===== src/rtl/lmaac_regs.vh =====
`ifndef LMAAC_REGS_VH
`define LMAAC_REGS_VH
// ==========================================================================
// mode codes of the latched control word {b0,b1,b2}
`define LMAAC_MODE_PDOWN      3'b000
`define LMAAC_MODE_RING       3'b001
`define LMAAC_MODE_OHT_REV    3'b010
`define LMAAC_MODE_OHT_DIR    3'b011
`define LMAAC_MODE_ACT_REV    3'b110
`define LMAAC_MODE_ACT_DEF    3'b100
// ==========================================================================
// control word reset value and field positions
`define LMAAC_CTL_RESET       5'h00
`define LMAAC_CTL_B0          4
`define LMAAC_CTL_B1          3
`define LMAAC_CTL_B2          2
`define LMAAC_CTL_RA          1
`define LMAAC_CTL_RB          0
// ==========================================================================
// timing
`define LMAAC_CLK_NS          100
`define LMAAC_RING_LOW_NS     1000
`define LMAAC_RING_LOW_CYC    8'h0A // 1 us low phase at the 100 ns clock
`define LMAAC_SYNC_LAT        8'h03 // pin to synced-copy delay in edges
`define LMAAC_ONHOOK_PERIODS  8'h80
`define LMAAC_CHECK_PERIODS   8'h02
`endif


===== src/rtl/lmaac_sync2.v =====
`timescale 1ns/100ps
`default_nettype none
// ==========================================================================
// two-stage level synchroniser
module lmaac_sync2 (
    input  wire core_clk,
    input  wire reset,
    input  wire din,
    output reg  dout
);
    reg stage1;

    // first stage feeds only the second
    always @(posedge core_clk or posedge reset) begin
        if (reset) begin
            stage1 <= 1'b0;
            dout   <= 1'b0;
        end else begin
            stage1 <= din;
            dout   <= stage1;
        end
    end
endmodule
`default_nettype wire


===== src/rtl/lmaac_period_cnt.v =====
`timescale 1ns/100ps
`default_nettype none
// ==========================================================================
// counts ring clock periods while enabled, flags reaching a limit
module lmaac_period_cnt (
    input  wire       core_clk,
    input  wire       reset,
    input  wire       run,
    input  wire       tick,
    input  wire [7:0] limit,
    output wire       done
);
    reg [7:0] count;

    assign done = (count >= limit);

    // clears when stopped, saturates at limit
    always @(posedge core_clk or posedge reset) begin
        if (reset) begin
            count <= 8'h00;
        end else if (!run) begin
            count <= 8'h00;
        end else if (tick && !done) begin
            count <= count + 8'h01;
        end
    end
endmodule
`default_nettype wire


===== src/rtl/lmaac_ctrl.v =====
// How it works
// - clear high: mode bits give power down, ringing, on-hook or active modes
// - clear low forces power down, relays off, status outputs disabled
// - relay bits drive test relays directly and never change status
// - hook status goes low with fault output on alarm or ground-key
// - fault output disabled in ringing and power down unless thermal or overvoltage, reports otherwise
// - separate active-low selects latch input and enable output
// - input select low captures the bus; controller holds bits valid
// - output select high tri-states both status outputs
// - power down disables line, only test relays stay controllable
// - reset idle drops relays and status; thermal idle forces status low
// - ringing turns relay on; ring-trip drops relay and hook status
// - ring-trip hook low stays latched until mode changes
// - ringing relay only switches on during a ringing clock low
// - on-hook transmission keeps conversation state, no fallback
// - active code lets the device pick hi-z, stand-by or active
// - hi-z entered after reset or active code, always direct polarity
// - off-hook in hi-z checked in stand-by, then active or back
// - hook status follows loop in real time while active
// - active, except reverse active, falls back after on-hook longer than 128 ring periods
// - state machine runs on the free-running internal clock
// - overvoltage sense drives both status outputs low, mode unchanged
`timescale 1ns/100ps
`default_nettype none
`include "lmaac_regs.vh"
module lmaac_ctrl (
    input  wire core_clk,
    input  wire reset,
    input  wire chip_clear_n,
    input  wire input_latch_select_n,
    input  wire output_enable_select_n,
    input  wire line_mode_b0,
    input  wire line_mode_b1,
    input  wire line_mode_b2,
    input  wire test_relay_a_ctl,
    input  wire test_relay_b_ctl,
    input  wire ring_sync_clock,
    input  wire offHookIn,
    input  wire ringTripIn,
    input  wire groundKeyIn,
    input  wire thermalAlarmIn,
    input  wire lineFaultIn,
    input  wire overvoltage_sense_in,
    output reg  hook_status_n_out,
    output reg  hook_status_n_oe,
    output reg  fault_alarm_n_out,
    output reg  fault_alarm_n_oe,
    output reg  test_relay_a,
    output reg  test_relay_b,
    output reg  ringing_relay_drive,
    output reg  lineEnable,
    output reg  reversePolarity,
    output reg  feedHiZ,
    output reg  feedStandby,
    output reg  feedActive
);
    // ======================================================================
    // states, one-hot
    localparam [3:0] ST_HIZ  = 4'b0001;
    localparam [3:0] ST_STBY = 4'b0010;
    localparam [3:0] ST_ACT  = 4'b0100;
    localparam [3:0] ST_MAN  = 4'b1000;
    localparam [7:0] RING_LOW_CYC = `LMAAC_RING_LOW_CYC;
    // relay may only rise while the pin is surely still low
    localparam [7:0] RING_ON_WIN  = RING_LOW_CYC - `LMAAC_SYNC_LAT;

    // ======================================================================
    // pin synchronisers
    wire clearSync;
    wire latchSelSync;
    wire outSelSync;
    wire ringClkSync;
    wire offHookSync;
    wire ringTripSync;
    wire gndKeySync;
    wire thermalSync;
    wire faultSync;
    wire ovSync;
    wire [4:0] busSync;
    wire [14:0] pinBus;
    wire [14:0] syncBus;

    // pin order here fixes how the synced bus is split below
    assign pinBus = {chip_clear_n, input_latch_select_n, output_enable_select_n,
                     ring_sync_clock, offHookIn, ringTripIn, groundKeyIn,
                     thermalAlarmIn, lineFaultIn, overvoltage_sense_in,
                     line_mode_b0, line_mode_b1, line_mode_b2,
                     test_relay_a_ctl, test_relay_b_ctl};
    genvar gi;
    generate
        for (gi = 0; gi < 15; gi = gi + 1) begin : gSync
            lmaac_sync2 uSync (
                .core_clk (core_clk),
                .reset    (reset),
                .din      (pinBus[gi]),
                .dout     (syncBus[gi])
            );
        end
    endgenerate
    assign {clearSync, latchSelSync, outSelSync, ringClkSync, offHookSync,
            ringTripSync, gndKeySync, thermalSync, faultSync, ovSync} = syncBus[14:5];
    assign busSync = syncBus[4:0];

    // ======================================================================
    // control latch
    reg  [4:0] ctlWord;
    wire [2:0] mode;
    wire       modeWritten;
    reg  [2:0] lastMode;
    reg        anyWrite;

    // bus and select share one sync delay, so the bits line up
    // capture while input select low
    always @(posedge core_clk or posedge reset) begin
        if (reset) begin
            ctlWord <= `LMAAC_CTL_RESET;
        end else if (!latchSelSync) begin
            ctlWord <= busSync;
        end
    end
    assign mode = {ctlWord[`LMAAC_CTL_B0], ctlWord[`LMAAC_CTL_B1], ctlWord[`LMAAC_CTL_B2]};

    // mode change detect
    // pulses on a code change and at the end of every latch strobe
    always @(posedge core_clk or posedge reset) begin
        if (reset) begin
            lastMode <= `LMAAC_MODE_PDOWN;
            anyWrite <= 1'b0;
        end else begin
            lastMode <= mode;
            anyWrite <= !latchSelSync;
        end
    end
    assign modeWritten = (mode != lastMode) || (anyWrite && latchSelSync);

    // ======================================================================
    // mode decode
    wire isPdown;
    wire isRing;
    wire isOht;
    wire isActive;
    wire isDefault;
    wire wantRev;

    assign isPdown   = !clearSync || (mode == `LMAAC_MODE_PDOWN);
    assign isRing    = clearSync && (mode == `LMAAC_MODE_RING);
    assign isOht     = clearSync && (mode == `LMAAC_MODE_OHT_REV || mode == `LMAAC_MODE_OHT_DIR);
    assign isActive  = clearSync && mode[2];
    assign isDefault = isActive && (mode != `LMAAC_MODE_ACT_REV);
    assign wantRev   = (mode == `LMAAC_MODE_OHT_REV) || (mode == `LMAAC_MODE_ACT_REV);

    // ======================================================================
    // ringing clock edges and low-phase width
    reg        ringClkDly;
    reg  [7:0] lowCount;
    wire       ringTick;
    wire       ringLowOk;

    // synced rising edge marks one ring clock period
    assign ringTick  = ringClkSync && !ringClkDly;
    // synced copy lags the pin, so only an early part of a low phase
    // is safe: a late start could switch the relay after the pin rose
    assign ringLowOk = !ringClkSync && (lowCount < RING_ON_WIN);

    always @(posedge core_clk or posedge reset) begin
        if (reset) begin
            ringClkDly <= 1'b0;
            lowCount   <= 8'h00;
        end else begin
            ringClkDly <= ringClkSync;
            if (ringClkSync) begin
                lowCount <= 8'h00;
            end else if (lowCount != 8'hFF) begin
                lowCount <= lowCount + 8'h01;
            end
        end
    end

    // ======================================================================
    // automatic activation state machine
    reg  [3:0] state;
    reg  [3:0] next_state;
    wire       onHookLong;
    wire       checkDone;

    // both counters clear whenever their state is left
    // on-hook persistence
    lmaac_period_cnt uOnHook (
        .core_clk (core_clk),
        .reset    (reset),
        .run      ((state == ST_ACT) && !offHookSync),
        .tick     (ringTick),
        .limit    (`LMAAC_ONHOOK_PERIODS),
        .done     (onHookLong)
    );

    lmaac_period_cnt uCheck (
        .core_clk (core_clk),
        .reset    (reset),
        .run      (state == ST_STBY),
        .tick     (ringTick),
        .limit    (`LMAAC_CHECK_PERIODS),
        .done     (checkDone)
    );

    // any write of an active code restarts at hi-z
    // next-state logic
    always @* begin
        next_state = state;
        case (state)
            ST_HIZ: begin
                if (!isActive) next_state = ST_MAN;
                else if (offHookSync) next_state = ST_STBY;
            end
            ST_STBY: begin
                if (!isActive) next_state = ST_MAN;
                else if (checkDone) next_state = offHookSync ? ST_ACT : ST_HIZ;
            end
            ST_ACT: begin
                if (!isActive) next_state = ST_MAN;
                else if (modeWritten) next_state = ST_HIZ;
                else if (onHookLong && isDefault) next_state = ST_HIZ;
            end
            ST_MAN: begin
                if (isActive) next_state = ST_HIZ;
            end
            default: next_state = ST_HIZ;
        endcase
    end

    // a fresh active code wins over the next-state choice
    // hi-z after reset, internal clock
    always @(posedge core_clk or posedge reset) begin
        if (reset) begin
            state <= ST_HIZ;
        end else if (isActive && modeWritten) begin
            state <= ST_HIZ;
        end else begin
            state <= next_state;
        end
    end

    // ======================================================================
    // ring-trip latch and ringing relay
    reg tripLatched;

    // rewriting the ringing code keeps the trip, only a new mode clears it
    // latch trip until mode changes
    always @(posedge core_clk or posedge reset) begin
        if (reset) begin
            tripLatched <= 1'b0;
        end else if (!isRing) begin
            tripLatched <= 1'b0;
        end else if (ringTripSync) begin
            tripLatched <= 1'b1;
        end
    end

    // ======================================================================
    // status and drive decode
    reg next_hook;
    reg next_fault;
    reg next_oe;
    reg next_faultOe;
    wire alarmAny;

    // outside ringing and power down, any fault source pulls both status values low
    assign alarmAny = thermalSync || gndKeySync || faultSync || ovSync;

    // thermal and overvoltage win over the mode, select still tri-states
    // status values
    always @* begin
        next_hook    = 1'b1;
        next_fault   = 1'b1;
        next_oe      = 1'b1;
        next_faultOe = 1'b1;
        if (!clearSync) begin
            next_oe      = 1'b0;
            next_faultOe = 1'b0;
        end else if (thermalSync || ovSync) begin
            next_hook  = 1'b0;
            next_fault = 1'b0;
        end else if (isPdown) begin
            next_oe      = 1'b0;
            next_faultOe = 1'b0;
        end else if (isRing) begin
            next_hook    = !tripLatched;
            next_faultOe = 1'b0;
        end else begin
            next_hook  = !offHookSync && !alarmAny;
            next_fault = !alarmAny;
        end
        if (outSelSync) begin
            next_oe      = 1'b0;
            next_faultOe = 1'b0;
        end
    end

    // relays follow their bits unless clear is low
    // registered outputs
    always @(posedge core_clk or posedge reset) begin
        if (reset) begin
            hook_status_n_out   <= 1'b1;
            hook_status_n_oe    <= 1'b0;
            fault_alarm_n_out   <= 1'b1;
            fault_alarm_n_oe    <= 1'b0;
            test_relay_a        <= 1'b0;
            test_relay_b        <= 1'b0;
            ringing_relay_drive <= 1'b0;
            lineEnable          <= 1'b0;
            reversePolarity     <= 1'b0;
            feedHiZ             <= 1'b0;
            feedStandby         <= 1'b0;
            feedActive          <= 1'b0;
        end else begin
            hook_status_n_out <= next_hook;
            hook_status_n_oe  <= next_oe;
            fault_alarm_n_out <= next_fault;
            fault_alarm_n_oe  <= next_faultOe;
            test_relay_a      <= clearSync && ctlWord[`LMAAC_CTL_RA];
            test_relay_b      <= clearSync && ctlWord[`LMAAC_CTL_RB];
            if (!isRing || tripLatched || ringTripSync || thermalSync) begin
                ringing_relay_drive <= 1'b0;
            end else if (ringLowOk) begin
                ringing_relay_drive <= 1'b1;
            end
            lineEnable      <= !isPdown && !thermalSync;
            reversePolarity <= wantRev && !(isActive && state == ST_HIZ);
            feedHiZ         <= isActive && (state == ST_HIZ);
            feedStandby     <= isActive && (state == ST_STBY);
            feedActive      <= (isActive && state == ST_ACT) || isOht;
        end
    end
endmodule
`default_nettype wire


===== config.mk =====
export PLATFORM = sky130hd
export DESIGN_NAME = lmaac_ctrl
export DESIGN_NICKNAME = d
export VERILOG_FILES = /design/src/rtl/lmaac_sync2.v /design/src/rtl/lmaac_period_cnt.v /design/src/rtl/lmaac_ctrl.v
export VERILOG_INCLUDE_DIRS = /design/src /design/src/rtl
export SDC_FILE = /design/constraint.sdc
export NUM_CORES = 1
export LEC_CHECK = 0
export BUFFER_PORTS_ARGS = -buffer_cell sky130_fd_sc_hd__buf_2
export CAP_MARGIN = 0
export CORE_ASPECT_RATIO = 0.9
export CORE_MARGIN = 3
export CORE_UTILIZATION = 45
export DETAILED_ROUTE_END_ITERATION = 12
export PLACE_DENSITY_LB_ADDON = 0.25
export REMOVE_ABC_BUFFERS = 1
export SLEW_MARGIN = 30
export SYNTH_ARGS = -nofsm -noshare
export SYNTH_HDL_FRONTEND = slang
export SYNTH_SLANG_ARGS = --single-unit

===== constraint.sdc =====
create_clock -name core_clk -period 3.8 [get_ports core_clk]
set_clock_uncertainty 0.1 [all_clocks]
set_input_delay 0.76 -clock core_clk [delete_from_list [all_inputs] [get_ports core_clk]]
set_output_delay 0.76 -clock core_clk [all_outputs]
set_load 0.01 [all_outputs]

==> impl_metrics.toml <==
[detailed_routing]
antenna_left = 0
totalWireLength_um = 4620
drc = 0
drtIter0Drc = 52
drtPass1Iterations = 4
post_drt_wl_per_cell_um = 12.5
via_per_inst = 4.91
vias = 1812

[power_and_ir_drop]
p_leak_uw = 0.00162
vdd_drop_max_uv = 287
powerDensity_nw_per_um2 = 526

[finish]
area_delta_synth_final_pct = 15.1
final_common_cell = "dfrtp_1"
layout_common_cells = "78 x dfrtp_1, 36 x nor2_1, 28 x buf_2"
fill_cells = 558
diodes = 0
drive_above_1_share_pct = 21.6
final_nets = 299

[floorplan]
start_util_pct = 48.2
die_area_um2 = 7820
core_area_um2 = 6350
io_pins = 29
die_w_um = 92.9
die_y_um = 84.2
placement_rows = 27

[synth]
yosysSeqAreaShare_pct = 66.4
synth-seq-cells = 81
syn_area_per_cell_um2 = 12.4
syn-instance-count = 246
ys_types = 43
synth_flop_cell = "dfrtp_1"
synth_edf_count = 0
yosys_warnings = 0
synthesis.area_um2 = 3060
synthArstFlopShare_pct = 100

[clock_network]
cts_setup_buffers = 0
cts.htree.levels = 3
cts-root-buf = "clkbuf_8"
cts_tree = "done"
worstSkewPairLatency_ns = 0.34
cts_made_buffers = 9
hold_buffers = 0
cts_buffer_depth = 2
path_clk_slew_ns = 0.08
cts.sinks = 81
post_cts_resize_count = 0

[worst_hold_path]
min-delay-start = "gSync[1].uSync.stage1"
hp-class = "register to register"
min_path_cells = 0
min_to = "gSync[1].uSync.dout"

[timing]
hold_ws_ns = 0.241
setup_tns_ns = 0
fmax_ghz = 0.493
hold_viol = 0
worst_pin_slew_ns = 0.652
rsz0062_at_grt = "false"
layout_min_cycle_time_ns = 2.03
setup_viol = 0
slew_headroom_pct = 56.2
finalCritPeriodShare_pct = 53.3
finalMaxSlewViolations = 0

[setup_path]
slowest_delay_ns = 0.53
worstPathCellList = "inv_1 > ha_1 > or4_1 > nor4_4 > nor3_1 > o2111ai_1 > o311a_1"
required_ns = 3.99
critPathArrivalTime_ns = 2.22
rr_endpoint = "state[0]"
crit_family = "simple AND/OR/NAND/NOR gates"
cp_max_fo = 2
reg2regPathDepth = 7
crit_type = "register to register"
r2r_slack_ns = 1.77
critical_path.endpoint_type = "register"
critPathSlowestCell = "or4_1"
r2r_start = "uCheck.count[0]"
critPathLaunchType = "register"
crit_buf_inv = 1

[job]
max_cap_viol_count = 0

[global_routing]
grt_pass1_vias = 1764
antenna_found_initial = 0
grt_use_total_pct = 13.0
grt_max_degree = 37
gr-total-overflow = 0
grt_pass1_wl_um = 7990

[placed_design]
port-buffer-count = 28
globalplace.congestion = 0.854
hpwlAfterDp_um = 3140

[outcome]
status = "finished, final reports clean"
## cell type report
| type | count | area [µm²] | area share [%] |
|---|---|---|---|
| well taps | 87 | 109 | 3.09 |
| repair buffers | 30 | 155 | 4.40 |
| inverters | 7 | 27.5 | 0.782 |
| clock buffers | 10 | 138 | 3.91 |
| flip-flops and latches | 81 | 2030 | 57.7 |
| clock inverters | 6 | 113 | 3.20 |
| multi-input cells | 148 | 950 | 27.0 |
## per-layer routing
| metal | global-route usage [%] | up-vias | part of all wire [%] |
|---|---|---|---|
| met5 | 0 | - | 0 |
| met4 | 4.53 | 0 | 1.0 |
| met3 | 5.47 | 9 | 6.7 |
| met2 | 19.8 | 60 | 44 |
| met1 | 16.8 | 851 | 48 |
| li1 | - | 892 | - |
## state kept, by name, summed over array words and instances, names as in the netlist, 3 cells and up
register            flops
gSync.uSync.dout       15
gSync.uSync.stage1     15
lowCount                8
uCheck.count            8
uOnHook.count           8
ctlWord                 5
state                   4
lastMode                3
## power breakdown
group,internal (µW),total [µW],switching (µW)
combinational,67.8,137,69.4
sequential,914,962,47.2
clock,456,755,298
total,1440,1850,415
## Yosys cell counts (6+ instances only)
cell	number	area [µm²]
a21oi_1	6	30.0
and2_1	9	56.3
dfrtp_1	78	1950
inv_1	7	26.3
mux2_2	6	67.6
nand2_1	11	41.3
nand4_1	7	43.8
nor2_1	36	135
nor3_1	8	40.0
o21ai_0	8	40.0
xnor2_1	6	52.6
xor2_1	9	78.8
## worst max-delay path by stage
stage                     from  endpoint  slack, ns  cells after the start
3_5_place_dp   uCheck.count[0]  state[0]       1.79                      7
3_3_place_gp   uCheck.count[0]  state[0]       1.85                      7
6_report       uCheck.count[0]  state[0]       1.77                      7
4_1_cts        uCheck.count[0]  state[0]       1.78                      7
2_1_floorplan            reset  anyWrite       0.86                      1
5_1_grt        uCheck.count[0]  state[0]       1.62                      7
## logic make-up after synthesis
kind of cell | Yosys count | synth area share, %
adders and majority gates | 5 | 2.04
AOI/OAI and AO/OA | 26 | 5.69
and+or+nand+nor | 95 | 16.5
DFF | 81 | 66.4
muxes | 7 | 2.54
buffers and inverters | 17 | 2.58
xor gates and xnor gates | 15 | 4.29
## per-stage QoR
step           power, µW  utilization [%]  instances  area [µm²]  worst slack, ns
2_1_floorplan       1070                -        236        3010            0.865
3_3_place_gp        1110             51.5        353        3270             1.85
3_5_place_dp        1120             51.5        353        3270             1.79
4_1_cts             1870             55.5        369        3520             1.78
5_1_grt             1940             55.5        369        3520             1.62
6_report            1850             55.5        369        3520             1.77
## worst register-to-register path, cell delays in order (launching register included)
cell,delay (ns)
dfrtp_1,0.37
inv_1,0.07
ha_1,0.18
or4_1,0.53
nor4_4,0.25
nor3_1,0.10
o2111ai_1,0.19
o311a_1,0.19
(Power assumes the default switching activity.)
